[config.mk]
export PLATFORM = sky130hd
export DESIGN_NAME = sta_l1_fsm
export DESIGN_NICKNAME = d
export VERILOG_FILES = /design/src/rtl/sta_pkg.sv /design/src/rtl/sta_l1_fsm.sv /design/src/rtl/sta_ahb_front.sv /design/src/rtl/sta_t2_timer.sv
export SDC_FILE = /design/constraint.sdc
export NUM_CORES = 1
export LEC_CHECK = 0
export BUFFER_PORTS_ARGS = -buffer_cell sky130_fd_sc_hd__buf_2
export CORE_AREA = 2 2 134 103
export DETAILED_ROUTE_END_ITERATION = 6
export DIE_AREA = 0 0 136 105
export PLACE_DENSITY_LB_ADDON = 0.15
export SLEW_MARGIN = 40
export SYNTH_ARGS = -nofsm -noshare
export SYNTH_HDL_FRONTEND = slang
export SYNTH_SLANG_ARGS = --single-unit
[constraint.sdc]
create_clock -name hclk -period 2.4 [get_ports hclk]
set_input_delay 0.48 -clock hclk [delete_from_list [all_inputs] [get_ports hclk]]
set_output_delay 0.48 -clock hclk [all_outputs]
set_load 0.1 [all_outputs]
[src/rtl/sta_pkg.sv]
// Shared constants, types and register map of the layer 1 activation block
package sta_pkg;

  // Clock and frame timing
  localparam int unsigned CLK_MHZ = 100;
  localparam int unsigned FRAME_NS = 125000;
  localparam int unsigned FRAME_CYCLES = FRAME_NS * CLK_MHZ / 1000;
  localparam int unsigned T2_FRAMES = 256;

  // Register byte offsets
  localparam logic [7:0] OFF_STATE_WR = 8'h00;
  localparam logic [7:0] OFF_STATE_RD = 8'h04;
  localparam logic [7:0] OFF_CTRL1 = 8'h08;
  localparam logic [7:0] OFF_TIMER_EV = 8'h0C;

  // state_write_reg fields
  localparam int WR_STATE_LSB = 0;
  localparam int WR_LOAD_BIT = 4;
  localparam int WR_ACT_LSB = 5;
  localparam int WR_SET_G2G3_BIT = 7;
  // state_read_reg fields
  localparam int RD_INFO0_BIT = 4;
  localparam int RD_HELD_BIT = 5;
  localparam int RD_TE_BIT = 6;
  localparam int RD_TX_LSB = 8;
  // line_control_1 fields
  localparam int C1_AUTO_G2G3_BIT = 0;
  localparam int C1_TE_MODE_BIT = 1;
  // timer event register fields (write one to signal expiry)
  localparam int EV_T1_BIT = 0;
  localparam int EV_T3_BIT = 1;

  // Activation command field codes
  localparam logic [1:0] ACT_DEACTIVATE = 2'h2;
  localparam logic [1:0] ACT_ACTIVATE = 2'h3;

  // AHB transfer type bit that marks NONSEQ/SEQ
  localparam int HTRANS_ACTIVE_BIT = 1;
  localparam logic [31:0] HRDATA_RESET = 32'h0000_0000;

  // State number, Fx in terminal mode, Gx in network mode
  typedef enum logic [3:0] {
    STA_S0 = 4'h0, STA_S1 = 4'h1, STA_S2 = 4'h2, STA_S3 = 4'h3, STA_S4 = 4'h4,
    STA_S5 = 4'h5, STA_S6 = 4'h6, STA_S7 = 4'h7, STA_S8 = 4'h8
  } sta_state_t;

  // Transmitted INFO signal
  typedef enum logic [2:0] {
    STA_INFO0 = 3'h0, STA_INFO1 = 3'h1, STA_INFO2 = 3'h2, STA_INFO3 = 3'h3, STA_INFO4 = 3'h4
  } sta_info_t;

  // Receive indications from the line data path
  typedef struct packed {
    logic info0;
    logic info1;
    logic info2;
    logic info3;
    logic info4;
    logic any_sig;
    logic lost_frame;
  } sta_rx_t;

  // Bus request as seen by the register file
  typedef struct packed {
    logic wr;
    logic [7:0] addr;
  } sta_wreq_t;

endpackage

[src/rtl/sta_l1_fsm.sv]
// Layer 1 activation state machine with its AHB-Lite register file
`timescale 1ns/1ps
`default_nettype none

// Overview of operation
// - After reset hold F0/G0, send INFO 0.
// - Writing load bit zero releases the machine.
// - Network release moves G0 to G1.
// - Terminal release moves F0 to F2.
// - Network sends INFO 0/2/4 per state.
// - Network activate or INFO 1 enters G2.
// - Deactivate or T1 expiry enters G4, T2 runs.
// - INFO 0 or lost framing drops G3 to G2; INFO 0 drops G4 to G1.
// - INFO 3 alone never leaves G2.
// - G2 to G3 needs write or auto enable.
// - Terminal sends INFO 0 or INFO 3.
// - Activate F3 to F4; unknown signal to F5.
// - Software T3 expiry returns F4/F5/F8 to F3.
// - INFO 2 with sync enters F6.
// - INFO 4 enters F7.
// - INFO 0 returns F2/F6/F7/F8 to F3.
// - INFO 0 in F6 reaches F3 quickly.
// - Lost sync in F6/F7 enters F8.
module sta_l1_fsm
  import sta_pkg::*;
#(
  parameter int unsigned FRAME_CYC = FRAME_CYCLES,
  parameter int unsigned N_FRAMES = T2_FRAMES
) (
  input wire logic hclk,
  input wire logic hresetn,
  input wire logic hsel,
  input wire logic [31:0] haddr,
  input wire logic [1:0] htrans,
  input wire logic hwrite,
  input wire logic [2:0] hsize,
  input wire logic [31:0] hwdata,
  input wire logic hready,
  output logic hreadyout,
  output logic [31:0] hrdata,
  output logic hresp,
  input wire sta_rx_t rx_ind,
  output sta_info_t tx_info,
  output sta_state_t l1_state
);

  // Offsets are byte addresses; bits above 7 are not decoded
  // Register match on a captured byte offset
  function automatic logic reg_hit(input logic [7:0] a, input logic [7:0] off);
    reg_hit = (a == off);
  endfunction

  // Bus front end outputs
  logic rd_stb;
  sta_wreq_t wreq;

  // All state resets asynchronously to the held F0/G0 state
  // Control and status state
  sta_state_t state_q; // current Fx or Gx number
  sta_state_t state_d;
  logic held_q; // machine frozen by load bit
  logic te_mode_q; // terminal mode when set
  logic auto_g2g3_q; // permanent G2 to G3 permission
  logic g2g3_permit_q; // one-shot G2 to G3 permission
  logic info0_seen_q; // INFO 0 seen while in F6
  logic t1_exp_q; // software T1 expiry pulse
  logic t3_exp_q; // software T3 expiry pulse
  logic t2_start; // starts the guard timer
  logic t2_exp; // guard timer done
  logic take_g3; // G2 to G3 step taken

  // Decoded writes of this data phase
  logic wr_state;
  logic wr_ctrl1;
  logic wr_timer;
  logic load_req; // write with load bit high
  logic release_req; // write with load bit low while held
  logic act_req; // activate command
  logic deact_req; // deactivate command

  // hsize is always a whole word here; narrower writes still store the low bits
  logic unused_size;
  assign unused_size = ^hsize;

  // Address phase capture; writes are delayed by one cycle
  // so that hwdata already stands when they are decoded
  sta_ahb_front u_front (
    .hclk(hclk),
    .hresetn(hresetn),
    .hsel(hsel),
    .haddr(haddr),
    .htrans(htrans),
    .hwrite(hwrite),
    .hready(hready),
    .rd_stb(rd_stb),
    .wreq(wreq)
  );

  // Guard timer for G4; cancelled whenever the machine leaves G4
  // by another route, so a stale expiry can never fire later
  // Terminal mode never uses it
  sta_t2_timer #(
    .FRAME_CYC(FRAME_CYC),
    .N_FRAMES(N_FRAMES)
  ) u_t2 (
    .hclk(hclk),
    .hresetn(hresetn),
    .start(t2_start),
    .cancel(state_q != STA_S4 || te_mode_q),
    .expire(t2_exp)
  );

  // Write decode
  // A release is only a release while held; the same pattern
  // on a running machine is an ordinary command write
  assign wr_state = wreq.wr & reg_hit(wreq.addr, OFF_STATE_WR);
  assign wr_ctrl1 = wreq.wr & reg_hit(wreq.addr, OFF_CTRL1);
  assign wr_timer = wreq.wr & reg_hit(wreq.addr, OFF_TIMER_EV);
  assign load_req = wr_state & hwdata[WR_LOAD_BIT];
  assign release_req = wr_state & ~hwdata[WR_LOAD_BIT] & held_q;
  assign act_req = wr_state & ~hwdata[WR_LOAD_BIT] & (hwdata[WR_ACT_LSB +: 2] == ACT_ACTIVATE);
  assign deact_req = wr_state & ~hwdata[WR_LOAD_BIT] & (hwdata[WR_ACT_LSB +: 2] == ACT_DEACTIVATE);

  // Bus handshake: zero wait states, always OKAY
  // No wait state is ever needed: every register is a flop
  // and every write completes in its own data phase
  always_ff @(posedge hclk or negedge hresetn) begin
    if (!hresetn) begin
      hreadyout <= 1'b0;
      hresp <= 1'b0;
    end else begin
      hreadyout <= 1'b1;
      hresp <= 1'b0;
    end
  end

  // Read data captured in the address phase; unmapped offsets read zero
  // Limitation: a read right behind a write sees the old value
  // Reading state_read_reg also clears info0_seen_flag below
  always_ff @(posedge hclk or negedge hresetn) begin
    if (!hresetn) begin
      hrdata <= HRDATA_RESET;
    end else if (rd_stb) begin
      hrdata <= HRDATA_RESET;
      if (reg_hit(haddr[7:0], OFF_STATE_RD)) begin
        hrdata[WR_STATE_LSB +: 4] <= state_q;
        hrdata[RD_INFO0_BIT] <= info0_seen_q;
        hrdata[RD_HELD_BIT] <= held_q;
        hrdata[RD_TE_BIT] <= te_mode_q;
        hrdata[RD_TX_LSB +: 3] <= tx_info;
      end else if (reg_hit(haddr[7:0], OFF_CTRL1)) begin
        hrdata[C1_AUTO_G2G3_BIT] <= auto_g2g3_q;
        hrdata[C1_TE_MODE_BIT] <= te_mode_q;
      end
    end
  end

  // Line control register
  // Change the mode only while held: the state number is kept
  // across a mode change and means something else after it
  always_ff @(posedge hclk or negedge hresetn) begin
    if (!hresetn) begin
      auto_g2g3_q <= 1'b0;
      te_mode_q <= 1'b0;
    end else if (wr_ctrl1) begin
      auto_g2g3_q <= hwdata[C1_AUTO_G2G3_BIT];
      te_mode_q <= hwdata[C1_TE_MODE_BIT];
    end
  end

  // Software timer expiries arrive as one-cycle pulses
  // T1 and T3 live in software; writing a one is the expiry.
  // Registering it costs one cycle of latency but keeps
  // the timer bits of hwdata off the next-state path
  always_ff @(posedge hclk or negedge hresetn) begin
    if (!hresetn) begin
      t1_exp_q <= 1'b0;
      t3_exp_q <= 1'b0;
    end else begin
      t1_exp_q <= wr_timer & hwdata[EV_T1_BIT];
      t3_exp_q <= wr_timer & hwdata[EV_T3_BIT];
    end
  end

  // One-shot G2 to G3 permission; a new write wins over consumption
  // Each write with set_g2_to_g3 allows one step; a repeat before that step adds none
  always_ff @(posedge hclk or negedge hresetn) begin
    if (!hresetn) begin
      g2g3_permit_q <= 1'b0;
    end else if (wr_state & hwdata[WR_SET_G2G3_BIT]) begin
      g2g3_permit_q <= 1'b1;
    end else if (take_g3) begin
      g2g3_permit_q <= 1'b0;
    end
  end

  // INFO 0 seen in F6: set wins over the clear-on-read
  // Lets software spot a short detour from F6 through F3
  always_ff @(posedge hclk or negedge hresetn) begin
    if (!hresetn) begin
      info0_seen_q <= 1'b0;
    end else if (te_mode_q && !held_q && state_q == STA_S6 && rx_ind.info0) begin
      info0_seen_q <= 1'b1;
    end else if (rd_stb && reg_hit(haddr[7:0], OFF_STATE_RD)) begin
      info0_seen_q <= 1'b0;
    end
  end

  // Hold flag: set at reset and by a load, cleared by release
  // A load always holds, so software can park the machine
  always_ff @(posedge hclk or negedge hresetn) begin
    if (!hresetn) begin
      held_q <= 1'b1;
    end else if (load_req) begin
      held_q <= 1'b1;
    end else if (release_req) begin
      held_q <= 1'b0;
    end
  end

  // G2 to G3 only with INFO 3 and a permission
  // Terminal mode never takes this path
  assign take_g3 = !held_q && !te_mode_q && state_q == STA_S2 && rx_ind.info3 &&
                   (g2g3_permit_q || auto_g2g3_q);

  // Next state; line events are ignored while held
  // Priority: a register load beats everything, then the hold,
  // then line, timer and command events per mode
  always_comb begin
    state_d = state_q;
    t2_start = 1'b0;
    if (load_req) begin
      state_d = sta_state_t'(hwdata[WR_STATE_LSB +: 4]);
    end else if (held_q) begin
      // Frozen: only the release may move the reset state
      if (release_req && state_q == STA_S0) begin
        state_d = te_mode_q ? STA_S2 : STA_S1;
      end
    end else if (!te_mode_q) begin
      // Network side states G0 to G4
      // Activate in G2 or G3 is ignored: already activating
      case (state_q)
        STA_S0, STA_S1: begin
          if (act_req || (state_q == STA_S1 && rx_ind.info1)) begin
            state_d = STA_S2;
          end
        end
        STA_S2: begin
          if (deact_req || t1_exp_q) begin
            state_d = STA_S4;
            t2_start = 1'b1;
          end else if (take_g3) begin
            state_d = STA_S3;
          end
        end
        STA_S3: begin
          if (deact_req) begin
            state_d = STA_S4;
            t2_start = 1'b1;
          end else if (rx_ind.info0 || rx_ind.lost_frame) begin
            state_d = STA_S2;
          end
        end
        STA_S4: begin
          if (act_req) begin
            state_d = STA_S2;
          end else if (t2_exp || rx_ind.info0) begin
            state_d = STA_S1;
          end
        end
        default: state_d = STA_S0;
      endcase
    end else if (deact_req) begin
      // Terminal deactivation from any state
      // Software should not deactivate from F6 or F7
      state_d = STA_S3;
    end else begin
      // Terminal side states F0 to F8
      // Receive events first, then timers, then commands
      case (state_q)
        // F0 only leaves through the release or the deactivation above
        STA_S0: state_d = STA_S0;
        STA_S2, STA_S3, STA_S4, STA_S5, STA_S6, STA_S7, STA_S8: begin
          if (rx_ind.info4 && state_q != STA_S7) begin
            state_d = STA_S7;
          end else if (rx_ind.info2 && state_q != STA_S6) begin
            state_d = STA_S6;
          end else if (rx_ind.info0 && (state_q == STA_S2 || state_q == STA_S6 ||
                                        state_q == STA_S7 || state_q == STA_S8)) begin
            state_d = STA_S3;
          end else if (rx_ind.lost_frame && (state_q == STA_S6 || state_q == STA_S7)) begin
            state_d = STA_S8;
          end else if (rx_ind.any_sig && (state_q == STA_S3 || state_q == STA_S4)) begin
            state_d = STA_S5;
          end else if (t3_exp_q && (state_q == STA_S4 || state_q == STA_S5 || state_q == STA_S8)) begin
            state_d = STA_S3;
          end else if (act_req && state_q == STA_S3) begin
            state_d = STA_S4;
          end
        end
        default: state_d = STA_S0;
      endcase
    end
  end

  // State register
  // Updates on the same edge as l1_state, so both always agree
  always_ff @(posedge hclk or negedge hresetn) begin
    if (!hresetn) begin
      state_q <= STA_S0;
    end else begin
      state_q <= state_d;
    end
  end

  // Transmitted INFO and visible state, both from flops
  // Both follow the next state, so the line signal and the
  // visible state change on one edge
  always_ff @(posedge hclk or negedge hresetn) begin
    if (!hresetn) begin
      tx_info <= STA_INFO0;
      l1_state <= STA_S0;
    end else begin
      l1_state <= state_d;
      if (!te_mode_q) begin
        case (state_d)
          STA_S2: tx_info <= STA_INFO2;
          STA_S3: tx_info <= STA_INFO4;
          default: tx_info <= STA_INFO0;
        endcase
      end else begin
        case (state_d)
          STA_S6, STA_S7: tx_info <= STA_INFO3;
          default: tx_info <= STA_INFO0;
        endcase
      end
    end
  end

endmodule // sta_l1_fsm
`default_nettype wire

[src/rtl/sta_ahb_front.sv]
// AHB-Lite address phase capture for the layer 1 register file
`timescale 1ns/1ps
`default_nettype none
module sta_ahb_front
  import sta_pkg::*;
(
  input wire logic hclk,
  input wire logic hresetn,
  input wire logic hsel,
  input wire logic [31:0] haddr,
  input wire logic [1:0] htrans,
  input wire logic hwrite,
  input wire logic hready,
  output logic rd_stb,
  output sta_wreq_t wreq
);

  // Transfer accepted this address phase
  logic take;

  assign take = hsel & hready & htrans[HTRANS_ACTIVE_BIT];
  // Reads are answered from the address phase, data flop stands in the data phase
  assign rd_stb = take & ~hwrite;

  // Writes land in the data phase, when hwdata is valid
  always_ff @(posedge hclk or negedge hresetn) begin
    if (!hresetn) begin
      wreq <= '0;
    end else begin
      wreq.wr <= take & hwrite;
      wreq.addr <= haddr[7:0];
    end
  end

endmodule // sta_ahb_front
`default_nettype wire

[src/rtl/sta_t2_timer.sv]
// Deactivation guard timer counting whole frame periods
`timescale 1ns/1ps
`default_nettype none
module sta_t2_timer
  import sta_pkg::*;
#(
  parameter int unsigned FRAME_CYC = FRAME_CYCLES,
  parameter int unsigned N_FRAMES = T2_FRAMES
) (
  input wire logic hclk,
  input wire logic hresetn,
  input wire logic start,
  input wire logic cancel,
  output logic expire
);

  // Cycle counter inside one frame, and frame counter
  logic [23:0] cyc_q;
  logic [9:0] frm_q;
  logic run_q;

  // Restart wins over cancel so a new deactivation is never lost
  always_ff @(posedge hclk or negedge hresetn) begin
    if (!hresetn) begin
      run_q <= 1'b0;
      cyc_q <= '0;
      frm_q <= '0;
      expire <= 1'b0;
    end else begin
      expire <= 1'b0;
      if (start) begin
        run_q <= 1'b1;
        cyc_q <= '0;
        frm_q <= '0;
      end else if (cancel) begin
        run_q <= 1'b0;
      end else if (run_q) begin
        if (cyc_q == 24'(FRAME_CYC - 1)) begin
          cyc_q <= '0;
          if (frm_q == 10'(N_FRAMES - 1)) begin
            run_q <= 1'b0;
            expire <= 1'b1;
          end else begin
            frm_q <= frm_q + 10'h001;
          end
        end else begin
          cyc_q <= cyc_q + 24'h000001;
        end
      end
    end
  end

endmodule // sta_t2_timer
`default_nettype wire

# [After elaboration in Yosys (flattened, before gate mapping)]
# Index checks and enable logic that the tools add are counted.
[word_totals] ff_bits=70 input_bits=81 output_inout_bits=41 wordCells=165
[op_classes] n_addsub=2 n_eq_ne=25 n_mux=60 bitwise=17 reduce_logical=44
[op_table] operator="$mux 24" count=4
[op_table] operator="$mux 4" count=20
[op_table] operator="$mux 10" count=5
[op_table] operator="$add 24x1->24 const B" count=1
[op_table] operator="$eq 24x14->1 const B" count=1
[op_table] operator="$eq 4x3->1 const B" count=6
[op_table] operator="$eq 8x4->1 const B" count=3
[op_table] operator="$mux 1" count=21
[op_table] operator="$logic_and 1x1->1" count=17
[op_table] operator="$eq 4x2->1 const B" count=4
[op_table] operator="$pmux 4 s4" count=1
[op_table] operator="$and 1x1->1" count=15
[op_table] operator="$logic_or 1x1->1" count=13
[op_table] operator="$ne 4x3->1 const B" count=3
[op_table] operator="$add 10x1->10 const B" count=1
[op_table] operator="$eq 10x8->1 const B" count=1
[op_table] operator="$reduce_bool 2->1" count=5
[op_table] operator="$eq 8x3->1 const B" count=1
[op_table] operator="$logic_not 8->1" count=1
[op_table] operator="$mux 2" count=4
[op_table] operator="$reduce_or 7->1" count=1
[op_table] operator="$mux 3" count=2
[op_table] operator="$pmux 3 s2" count=1
[op_table] operator="$mux 5" count=1
[op_table] operator="other kinds (11)" count=16

# [Logic depth before layout (Yosys ltp)]
# Gate-level depths: netlist of run 1.
[depth] depth_word=21 ltp_mapped=9 depth_no_buf=7

# [Hierarchy]
# From an unflattened synthesis of run 1, not the netlist that was laid out.
[unflattened] cells_unflattened=483 area_unflattened_um2=4301.6
[modules_own_cells] mod="sta_l1_fsm" instances=1 cells_per_inst=250 area_each_um2=2040.7 seq_area_each_um2=626.9
[modules_own_cells] mod="sta_t2_timer" instances=1 cells_per_inst=222 area_each_um2=2015.7 seq_area_each_um2=900.9
[modules_own_cells] mod="sta_ahb_front" instances=1 cells_per_inst=11 area_each_um2=245.2 seq_area_each_um2=225.2

# [Least setup slack after synthesis of run 1]
# No wires, ideal clock.
[synth_path] kind="register -> register" startpoint="register, netlist name l1_state[2]" endpoint="register u_t2.cyc_q[22]" setup_time_ns=0.130 arrival_time_ns=2.791 required_ns=2.270 slack_ns=-0.521 path_stages_with_launch=9 path_buffers=1 synth_period_minus_slack_ns=2.921 path_cell_list="dfrtp_1 -> nor4b_1 -> and3_1 -> clkbuf_1 -> a41oi_1 -> nand3b_4 -> or4_4 -> xor2_1 -> nor2_2"
[synth_rtl] item="end signal, assigned" line="sta_t2_timer.sv:47" rtl="cyc_q <= cyc_q + 24'h000001;"
[synth_rtl] item="end, declared" line="sta_t2_timer.sv:18" rtl="logic [23:0] cyc_q;"

# [Worst setup path after layout of run 1]
[layout_path] startpoint="register, netlist name u_front.wreq[3]" endpoint="register u_t2.cyc_q[22]"
[layout_via] elab_chain_len=12 elab_cells_between_ends=16 cone_classes="eq/ne: 1; mux: 7; bitwise: 4; reduce/logical: 4"
[layout_rtl] item="$logic_not 8->1 *" line="sta_l1_fsm.sv:50" rtl="reg_hit = (a == off);"
[layout_rtl] item="$and 1x1->1 *" line="sta_l1_fsm.sv:116" rtl="assign wr_state = wreq.wr & reg_hit(wreq.addr, OFF_STATE_WR);"
[layout_rtl] item="$and 1x1->1 (2 in a row)" line="sta_l1_fsm.sv:122" rtl="assign deact_req = wr_state & ~hwdata[WR_LOAD_BIT] & (hwdata[WR_ACT_LSB +: 2] == ACT_DEACTIVATE);"
[layout_rtl] item="$logic_or 1x1->1" line="sta_l1_fsm.sv:249" rtl="if (deact_req || t1_exp_q) begin"
[layout_rtl] item="$mux 1" line="sta_l1_fsm.sv:249"
[layout_rtl] item="$pmux 1 s2" line="sta_l1_fsm.sv:242" rtl="case (state_q)"
[layout_rtl] item="$mux 1" line="sta_l1_fsm.sv:239" rtl="end else if (!te_mode_q) begin"
[layout_rtl] item="$mux 1" line="sta_l1_fsm.sv:234" rtl="end else if (held_q) begin"
[layout_rtl] item="$mux 1 *" line="sta_l1_fsm.sv:232" rtl="if (load_req) begin"
[layout_rtl] item="$ne 2x2->1 (no line) / $reduce_bool 2->1 (equally long branches)"
[layout_rtl] item="$reduce_and 2->1 (no line)"
# Every way passes the cells marked *; elsewhere a longest branch is shown, timed or not.
# A chain may end at the register's enable or synchronous reset.

==> results of run 1 <==
layout make-up:
class	instances	area, µm²
timing repair buffer	115	801
tap	171	214
sequential	70	1760
clock inverter	6	47.5
clock buffer	10	239
fill	1289	7440
inverter	22	82.6
multi-input combinational	325	2290
layout by cell type, fill, tap and decap left out, types with 4 or more instances in the layout:
cell,count
o21ai_0,12
a21oi_2,4
clkbuf_16,9
nand2b_1,11
a21o_1,5
inv_1,21
buf_4,57
or4_1,4
conb_1,24
nor2b_1,6
a22o_1,8
nor3_2,6
buf_2,46
nor2_2,6
a21oi_1,9
and3_1,7
nor3b_1,5
or3_1,4
dfrtp_1,65
nand2_1,22
xnor2_1,11
nand4_1,10
nor2_4,4
xor2_1,6
buf_6,10
o21ai_1,13
nand3_1,13
clkinvlp_4,4
o31ai_1,5
nor4_1,8
nor2_1,38
synthesized netlist by cell type (6+ instances only):
cell type / n
dfrtp_1: 69
nand3_1: 13
xor2_1: 7
nor2_1: 46
buf_4: 24
xnor2_1: 11
nand2b_1: 11
nand4_1: 10
a21oi_1: 13
nor2b_1: 6
o21ai_0: 26
clkbuf_1: 17
a22o_1: 8
inv_1: 22
nor4_1: 11
and3_1: 8
a21o_1: 6
nand2_1: 24
where the power goes:
part	internal [mW]	switching (mW)	total [mW]	leakage, nW
Sequential	1.21	0.0388	1.25	0.869
Clock	0.730	0.537	1.27	0.127
Combinational	0.183	0.495	0.677	1.54
Total	2.12	1.07	3.19	2.54
layer usage:
| layer | up-vias | track usage |
|---|---|---|
| met5 | - | 0 |
| met4 | 0 | 0.0432 |
| li1 | 1752 | - |
| met1 | 1767 | 0.242 |
| met2 | 89 | 0.216 |
| met3 | 8 | 0.0437 |
timing repair:
item | 4_1_cts | 5_1_grt
endpoints found under the hold margin | 9 | 0
cloned | 2 | 1
resized for setup | 40 | 32
setup buffers | 6 | 5
hold buffers | 1 | 0
endpoints found under the setup margin | 38 | 40
pin swaps | 13 | 15
worst min-delay path by stage:
stage              from                        end
5_1_grt        haddr[5]  u_front.wreq[5]$_DFF_PN0_
2_1_floorplan   hresetn    auto_g2g3_q$_DFFE_PN0P_
4_1_cts        haddr[7]  u_front.wreq[7]$_DFF_PN0_
6_report       haddr[7]  u_front.wreq[7]$_DFF_PN0_
3_5_place_dp    hresetn      hrdata[5]$_DFFE_PN0P_
3_3_place_gp    hresetn      hrdata[5]$_DFFE_PN0P_
through the flow:
step | cells | setup WS (ns)
6_report | 719 | -0.195
3_3_place_gp | 690 | -0.299
2_1_floorplan | 460 | -0.0956
4_1_cts | 715 | -0.200
3_5_place_dp | 690 | -0.297
5_1_grt | 719 | -0.275
logic make-up after synthesis:
group,share of synthesized area
compound gates,0.174
buf+inv,0.0860
simple gates,0.256
other cells,0.00184
flops,0.430
mux,0.00768
xor+xnor,0.0387
fa+ha+maj,0.00614
critical path, cell delays in order (launching register included):
cell      delay [ns]
dfrtp_1         0.38
or4b_4          0.58
o41ai_4         0.44
a41oi_2         0.20
nand3b_4        0.20
or4_4           0.50
xor2_2          0.15
nor2_2          0.04
flip-flops by register name, summed over array words and instances, names as in the netlist:
name / flops
info0_seen_q: 1
held_q: 1
l1_state: 4
u_front.wreq: 9
u_t2.expire: 1
te_mode_q: 1
u_t2.frm_q: 10
tx_info: 3
u_t2.cyc_q: 24
auto_g2g3_q: 1
t1_exp_q: 1
t3_exp_q: 1
hrdata: 10
g2g3_permit_q: 1
u_t2.run_q: 1
hreadyout: 1
==> flow_metrics.py, run 1 <==
metrics = {
    "hold_path": {
        "timing.hold.worst_path_depth": 1,
        "min-delay-path-class": "in2reg",
    },
    "sta": {
        "clock-skew-final_ns": 0.00717,
        "final.period_utilization": 1.08,
        "timing.final.hold_violations": 0,
        "hold_slack_ns": 0.256,
        "timing_max_transition_violations_final": 0,
        "finalSetupViolCount": 35,
        "final.setup.tns_ns": -3.29,
        "grt_setup_unrepaired": "true",
        "timing.final.crit_period_ns": 2.60,
        "timing.final.ws_setup_ns": -0.195,
        "timing.fmax_mhz": 385,
    },
    "worst_setup_path": {
        "r2r_cells": 7,
        "rr_startpoint": "u_front.wreq[3]$_DFF_PN0_",
        "worst_path_maximum_fanout": 3,
        "worst_ep_required_time_ns": 2.63,
        "worst-r2r-setup-slack_ns": -0.20,
        "setup.worst_path.class": "reg2reg",
        "crit_end_category": "flip-flop",
        "worstSetupStartpointType": "flip-flop",
        "critical_path.startpoint": "u_front.wreq[3]$_DFF_PN0_",
        "r2r_end": "u_t2.cyc_q[22]$_DFFE_PN0P_",
        "setup.worst_path.end": "u_t2.cyc_q[22]$_DFFE_PN0P_",
        "critical_path_arrival_ns": 2.82,
    },
    "yosys": {
        "synth_seq_cells": 70,
        "yosys.area.top_type": "dfrtp_1",
        "synthesis.area_um2": 4070,
        "sequential_to_total_area_share_from_yosys_stat": 0.430,
        "number_of_synthesized_flops_with_an_enable_pin": 0,
        "synth.top_cells.by_area": "dfrtp_1 (42%), buf_4 (4.4%), nor2_1 (4.2%), o21ai_0 (3.2%), xnor2_1 (2.4%)",
        "async_reset_ff_frac": 1.00,
        "synth_top_flop_cell": "dfrtp_1",
        "post_synth_inst_count": 438,
        "synth_cell_type_count": 73,
        "syn_avg_cell_area_um2": 9.30,
        "share_of_yosys_cell_area_claimed_by_the_top_area_cell_type": 0.424,
        "yosys_warnings": 0,
    },
    "routing": {
        "drt_first_pass_iters": 4,
        "top_signal_layer_used": "met4",
        "avgRoutedWirePerCell_um": 15.2,
        "wl_um": 11000,
        "vias": 3616,
        "detail_route.drc_violations": 0,
        "antenna_violating_nets_post_route": 0,
        "wl_met2_um": 4510,
        "mean_number_of_vias_per_cell": 5.03,
        "wirelength_met1_um": 5660,
        "drt_first_iter_violations": 296,
        "met3_routed_wl_um": 717,
    },
    "power": {
        "power_leakage_nw": 2.54,
        "total_power_mw": 3.19,
        "power_density_nw_per_um2": 587,
        "vdd.ir_drop.worst_mv": 0.355,
    },
    "clock_network": {
        "clk-insertion-delay-late_ns": 0.34,
        "clockBufferDepth": 2,
        "ctsHtreeMaxLevel": 3,
        "numCtsBuffers": 9,
        "clk_pin_slew_worst_paths_ns": 0.06,
        "tritoncts": "done",
        "cts.sinks": 70,
        "clock-root-buffer": "clkbuf_16",
    },
    "die": {
        "io_pins": 122,
        "die_x_um": 136,
        "initial_utilization": 0.316,
        "full_die_area_um2": 14300,
        "dieHeight_um": 105,
        "rows": 36,
        "core_area_um2": 12900,
    },
    "global_routing": {
        "number_of_global_route_vias_before_repair": 3428,
        "grt_start_max_net_pins": 62,
        "antenna_violations_before_repair": 1,
        "overflow": 0,
        "grt_first_pass_wirelength_um": 17800,
        "grt_usage": 0.159,
    },
    "finish": {
        "final_util": 0.422,
        "antenna_cells": 0,
        "drive_gt1_frac": 0.365,
        "final_design_area_no_fill_um2": 5440,
        "finalNetCount": 626,
        "layout-area-overhead-vs-synth_pct": 33.6,
    },
    "placed_design": {
        "place.port_buffers": 46,
        "placed_area_um2": 4820,
        "gpl.final_weighted_congestion": 0.868,
        "hpwl_um": 7730,
    },
    "run": {
        "cap_violations": 0,
    },
    "outcome": {
        "outcome": "complete, but fails checks",
        "failed_checks": "negative setup slack",
    },
}
Note: power is estimated with default switching activity, not from simulation.
==> inputs of run 2 (changes only) <==
--- a/config.mk
+++ b/config.mk
@@ -10,6 +10,7 @@
 export DETAILED_ROUTE_END_ITERATION = 6
 export DIE_AREA = 0 0 136 105
 export PLACE_DENSITY_LB_ADDON = 0.15
+export REMOVE_ABC_BUFFERS = 1
 export SLEW_MARGIN = 40
 export SYNTH_ARGS = -nofsm -noshare
 export SYNTH_HDL_FRONTEND = slang
==> run 2 against run 1 <==
Compared with the run above:
- the flow still finishes with violations (negative setup slack)
- combinational power grew 4.7%
- sequential power is essentially flat
- fmax shrank 2.8%
- first-iteration DRC count shrank 19%
- sequential share of layout area shrank 1.1 points
- critical endpoint unchanged
- highest routed layer unchanged
==> flow_metrics.py, run 2 (synthesis gave the netlist of run 1 again) <==
metrics = {
    "sta": {
        "timing_max_transition_violations_final": 0,
        "grt_setup_unrepaired": "true",
        "timing.final.ws_setup_ns": -0.270,
        "timing.final.crit_period_ns": 2.67,
        "final.period_utilization": 1.11,
        "finalSetupViolCount": 37,
        "final.setup.tns_ns": -5.61,
        "clock-skew-final_ns": 0.00659,
        "timing.fmax_mhz": 375,
        "timing.final.hold_violations": 0,
    },
    "worst_setup_path": {
        "worst_path_maximum_fanout": 3,
        "worst_ep_required_time_ns": 2.63,
        "critical_path.top_delay_family": "simple AND/OR/NAND/NOR gates",
        "worstSetupStartpointType": "flip-flop",
        "crit_chain": "or4_4 > buf_6 > o41ai_4 > a41oi_2 > nand3b_4 > or4_4 > xor2_1 > nor2_2",
        "cp_num_buf_inv": 1,
        "slowest_stage_cell_cp": "or4_4",
        "critical_path_arrival_ns": 2.90,
        "setup.worst_path.class": "reg2reg",
        "path_common_cell": "or4_4",
        "crit_end_category": "flip-flop",
        "critical-path-max-stage-delay_ns": 0.56,
    },
    "finish": {
        "max_ffs_per_register": 24,
        "drive_gt1_frac": 0.357,
        "antenna_cells": 0,
        "layout-area-overhead-vs-synth_pct": 37.3,
        "register_cell_area_after_layout_um2": 1750,
        "final_design_area_no_fill_um2": 5600,
        "multiInputGateArea_um2": 2310,
        "largestRegisters": "u_t2.cyc_q x24, hrdata x10, u_t2.frm_q x10",
        "final_cell_mix": "dfrtp_1 (69), buf_4 (58), buf_2 (46)",
        "fillerInstances": 1278,
        "finalNetCount": 630,
        "registers.top_by_ff_count": "u_t2.cyc_q",
        "final_common_cell": "dfrtp_1",
    },
    "global_routing": {
        "number_of_global_route_vias_before_repair": 3475,
        "groute.layer.met3.usage": 0.0451,
        "global_route.usage.met2": 0.216,
        "overflow": 0,
        "grt_usage": 0.157,
        "grt.busiest_layer": "met1",
        "grt_first_pass_wirelength_um": 17700,
        "grt_start_max_net_pins": 71,
        "met1_usage": 0.236,
        "antenna_violations_before_repair": 0,
    },
    "routing": {
        "mean_number_of_vias_per_cell": 4.96,
        "avgRoutedWirePerCell_um": 14.9,
        "drt_first_iter_violations": 240,
        "detail_route.drc_violations": 0,
        "wl_um": 10800,
        "vias": 3586,
        "antenna_violating_nets_post_route": 0,
        "drt_first_pass_iters": 4,
    },
    "placed_design": {
        "gpl.final_weighted_congestion": 0.839,
        "place.port_buffers": 46,
        "hpwl_um": 7580,
        "placed_area_um2": 4830,
    },
    "clock_network": {
        "clk_pin_slew_worst_paths_ns": 0.06,
        "clk-insertion-delay-late_ns": 0.34,
        "clock-root-buffer": "clkbuf_16",
        "tritoncts": "done",
        "numCtsBuffers": 9,
        "clockBufferDepth": 2,
        "cts.hold.buffers_added": 0,
        "cts.sinks": 70,
        "ctsHtreeMaxLevel": 3,
    },
    "die": {
        "dieHeight_um": 105,
        "rows": 36,
        "die_x_um": 136,
        "initial_utilization": 0.316,
        "core_area_um2": 12900,
        "full_die_area_um2": 14300,
        "io_pins": 122,
    },
    "power": {
        "total_power_mw": 3.51,
        "vdd.ir_drop.worst_mv": 0.337,
        "power_density_nw_per_um2": 627,
        "power_leakage_nw": 2.67,
    },
    "hold_path": {
        "min-delay-path-class": "in2async",
    },
    "outcome": {
        "failed_checks": "negative setup slack",
        "outcome": "complete, but fails checks",
    },
    "run": {
        "cap_violations": 0,
    },
}
run 2: cell count changes in the layout (fill, tap and decap cells not counted), moves of 3 or more:
cell | previous run | this run
nor3_2 | 6 | 1
bufinv_16 | 0 | 3
dfrtp_1 | 65 | 69
clkinvlp_4 | 4 | 1
nor3_4 | 0 | 5
run 2: path summary, 6_finish.rpt:
check                      slack, ns  depth (start not counted)                      start                         end
hold / removal                  0.15                          2                    hresetn  u_t2.cyc_q[20]$_DFFE_PN0P_
max in group asynchronous       1.90                          2                    hresetn          held_q$_DFFE_PN1P_
min in group hclk               0.25                          1                   haddr[1]   u_front.wreq[1]$_DFF_PN0_
setup / recovery               -0.27                          8  u_front.wreq[6]$_DFF_PN0_  u_t2.cyc_q[22]$_DFFE_PN0P_
setup reg to reg               -0.27                          8  u_front.wreq[6]$_DFF_PN0_  u_t2.cyc_q[22]$_DFFE_PN0P_
hold reg to reg                 0.49                          1       tx_info[0]$_DFF_PN0_       hrdata[8]$_DFFE_PN0P_
run 2: layer usage:
metal / vias to the layer above / share of wire
met2: 113 / 0.41
met5: - / 0
li1: 1753 / -
met1: 1710 / 0.50
met4: 0 / 0.012
met3: 10 / 0.072
run 2: through the flow:
| stage | instances | utilization | worst slack (ns) | hold WS (ns) |
|---|---|---|---|---|
| final | 723 | 0.434 | -0.270 | 0.147 |
| after global routing | 723 | 0.434 | -0.371 | 0.181 |
| after CTS | 717 | 0.418 | -0.259 | 0.180 |
| after detailed placement | 695 | 0.375 | -0.459 | 0.474 |
| after global placement | 695 | 0.375 | -0.446 | 0.473 |
| after floorplan | 415 | - | -0.901 | 0.184 |
run 2: power breakdown:
group	internal [mW]	switching [mW]
clock	1.05	0.516
combinational	0.207	0.502
sequential	1.21	0.0335
run 2: cell type report:
| type | instances | share of cell area |
|---|---|---|
| Inverter | 22 | 0.0148 |
| Sequential cell | 70 | 0.313 |
| Clock buffer | 11 | 0.0434 |
| Multi-Input combinational cell | 324 | 0.413 |
| Timing Repair Buffer | 120 | 0.158 |
| Tap cell | 171 | 0.0382 |
| Clock inverter | 5 | 0.0190 |
run 2: timing repair:
action                     CTS  global route
buffers inserted             6             6
gates cloned                 1             1
resized for setup           46            35
pin swaps                   12            14
setup endpoints to repair   38            40
run 2: worst reg2reg max path: stages (launching register included):
cell and delay [ns]:
dfrtp_1 0.37, or4_4 0.56, buf_6 0.14, o41ai_4 0.38, a41oi_2 0.22, nand3b_4 0.20, or4_4 0.49, xor2_1 0.17
nor2_2 0.04
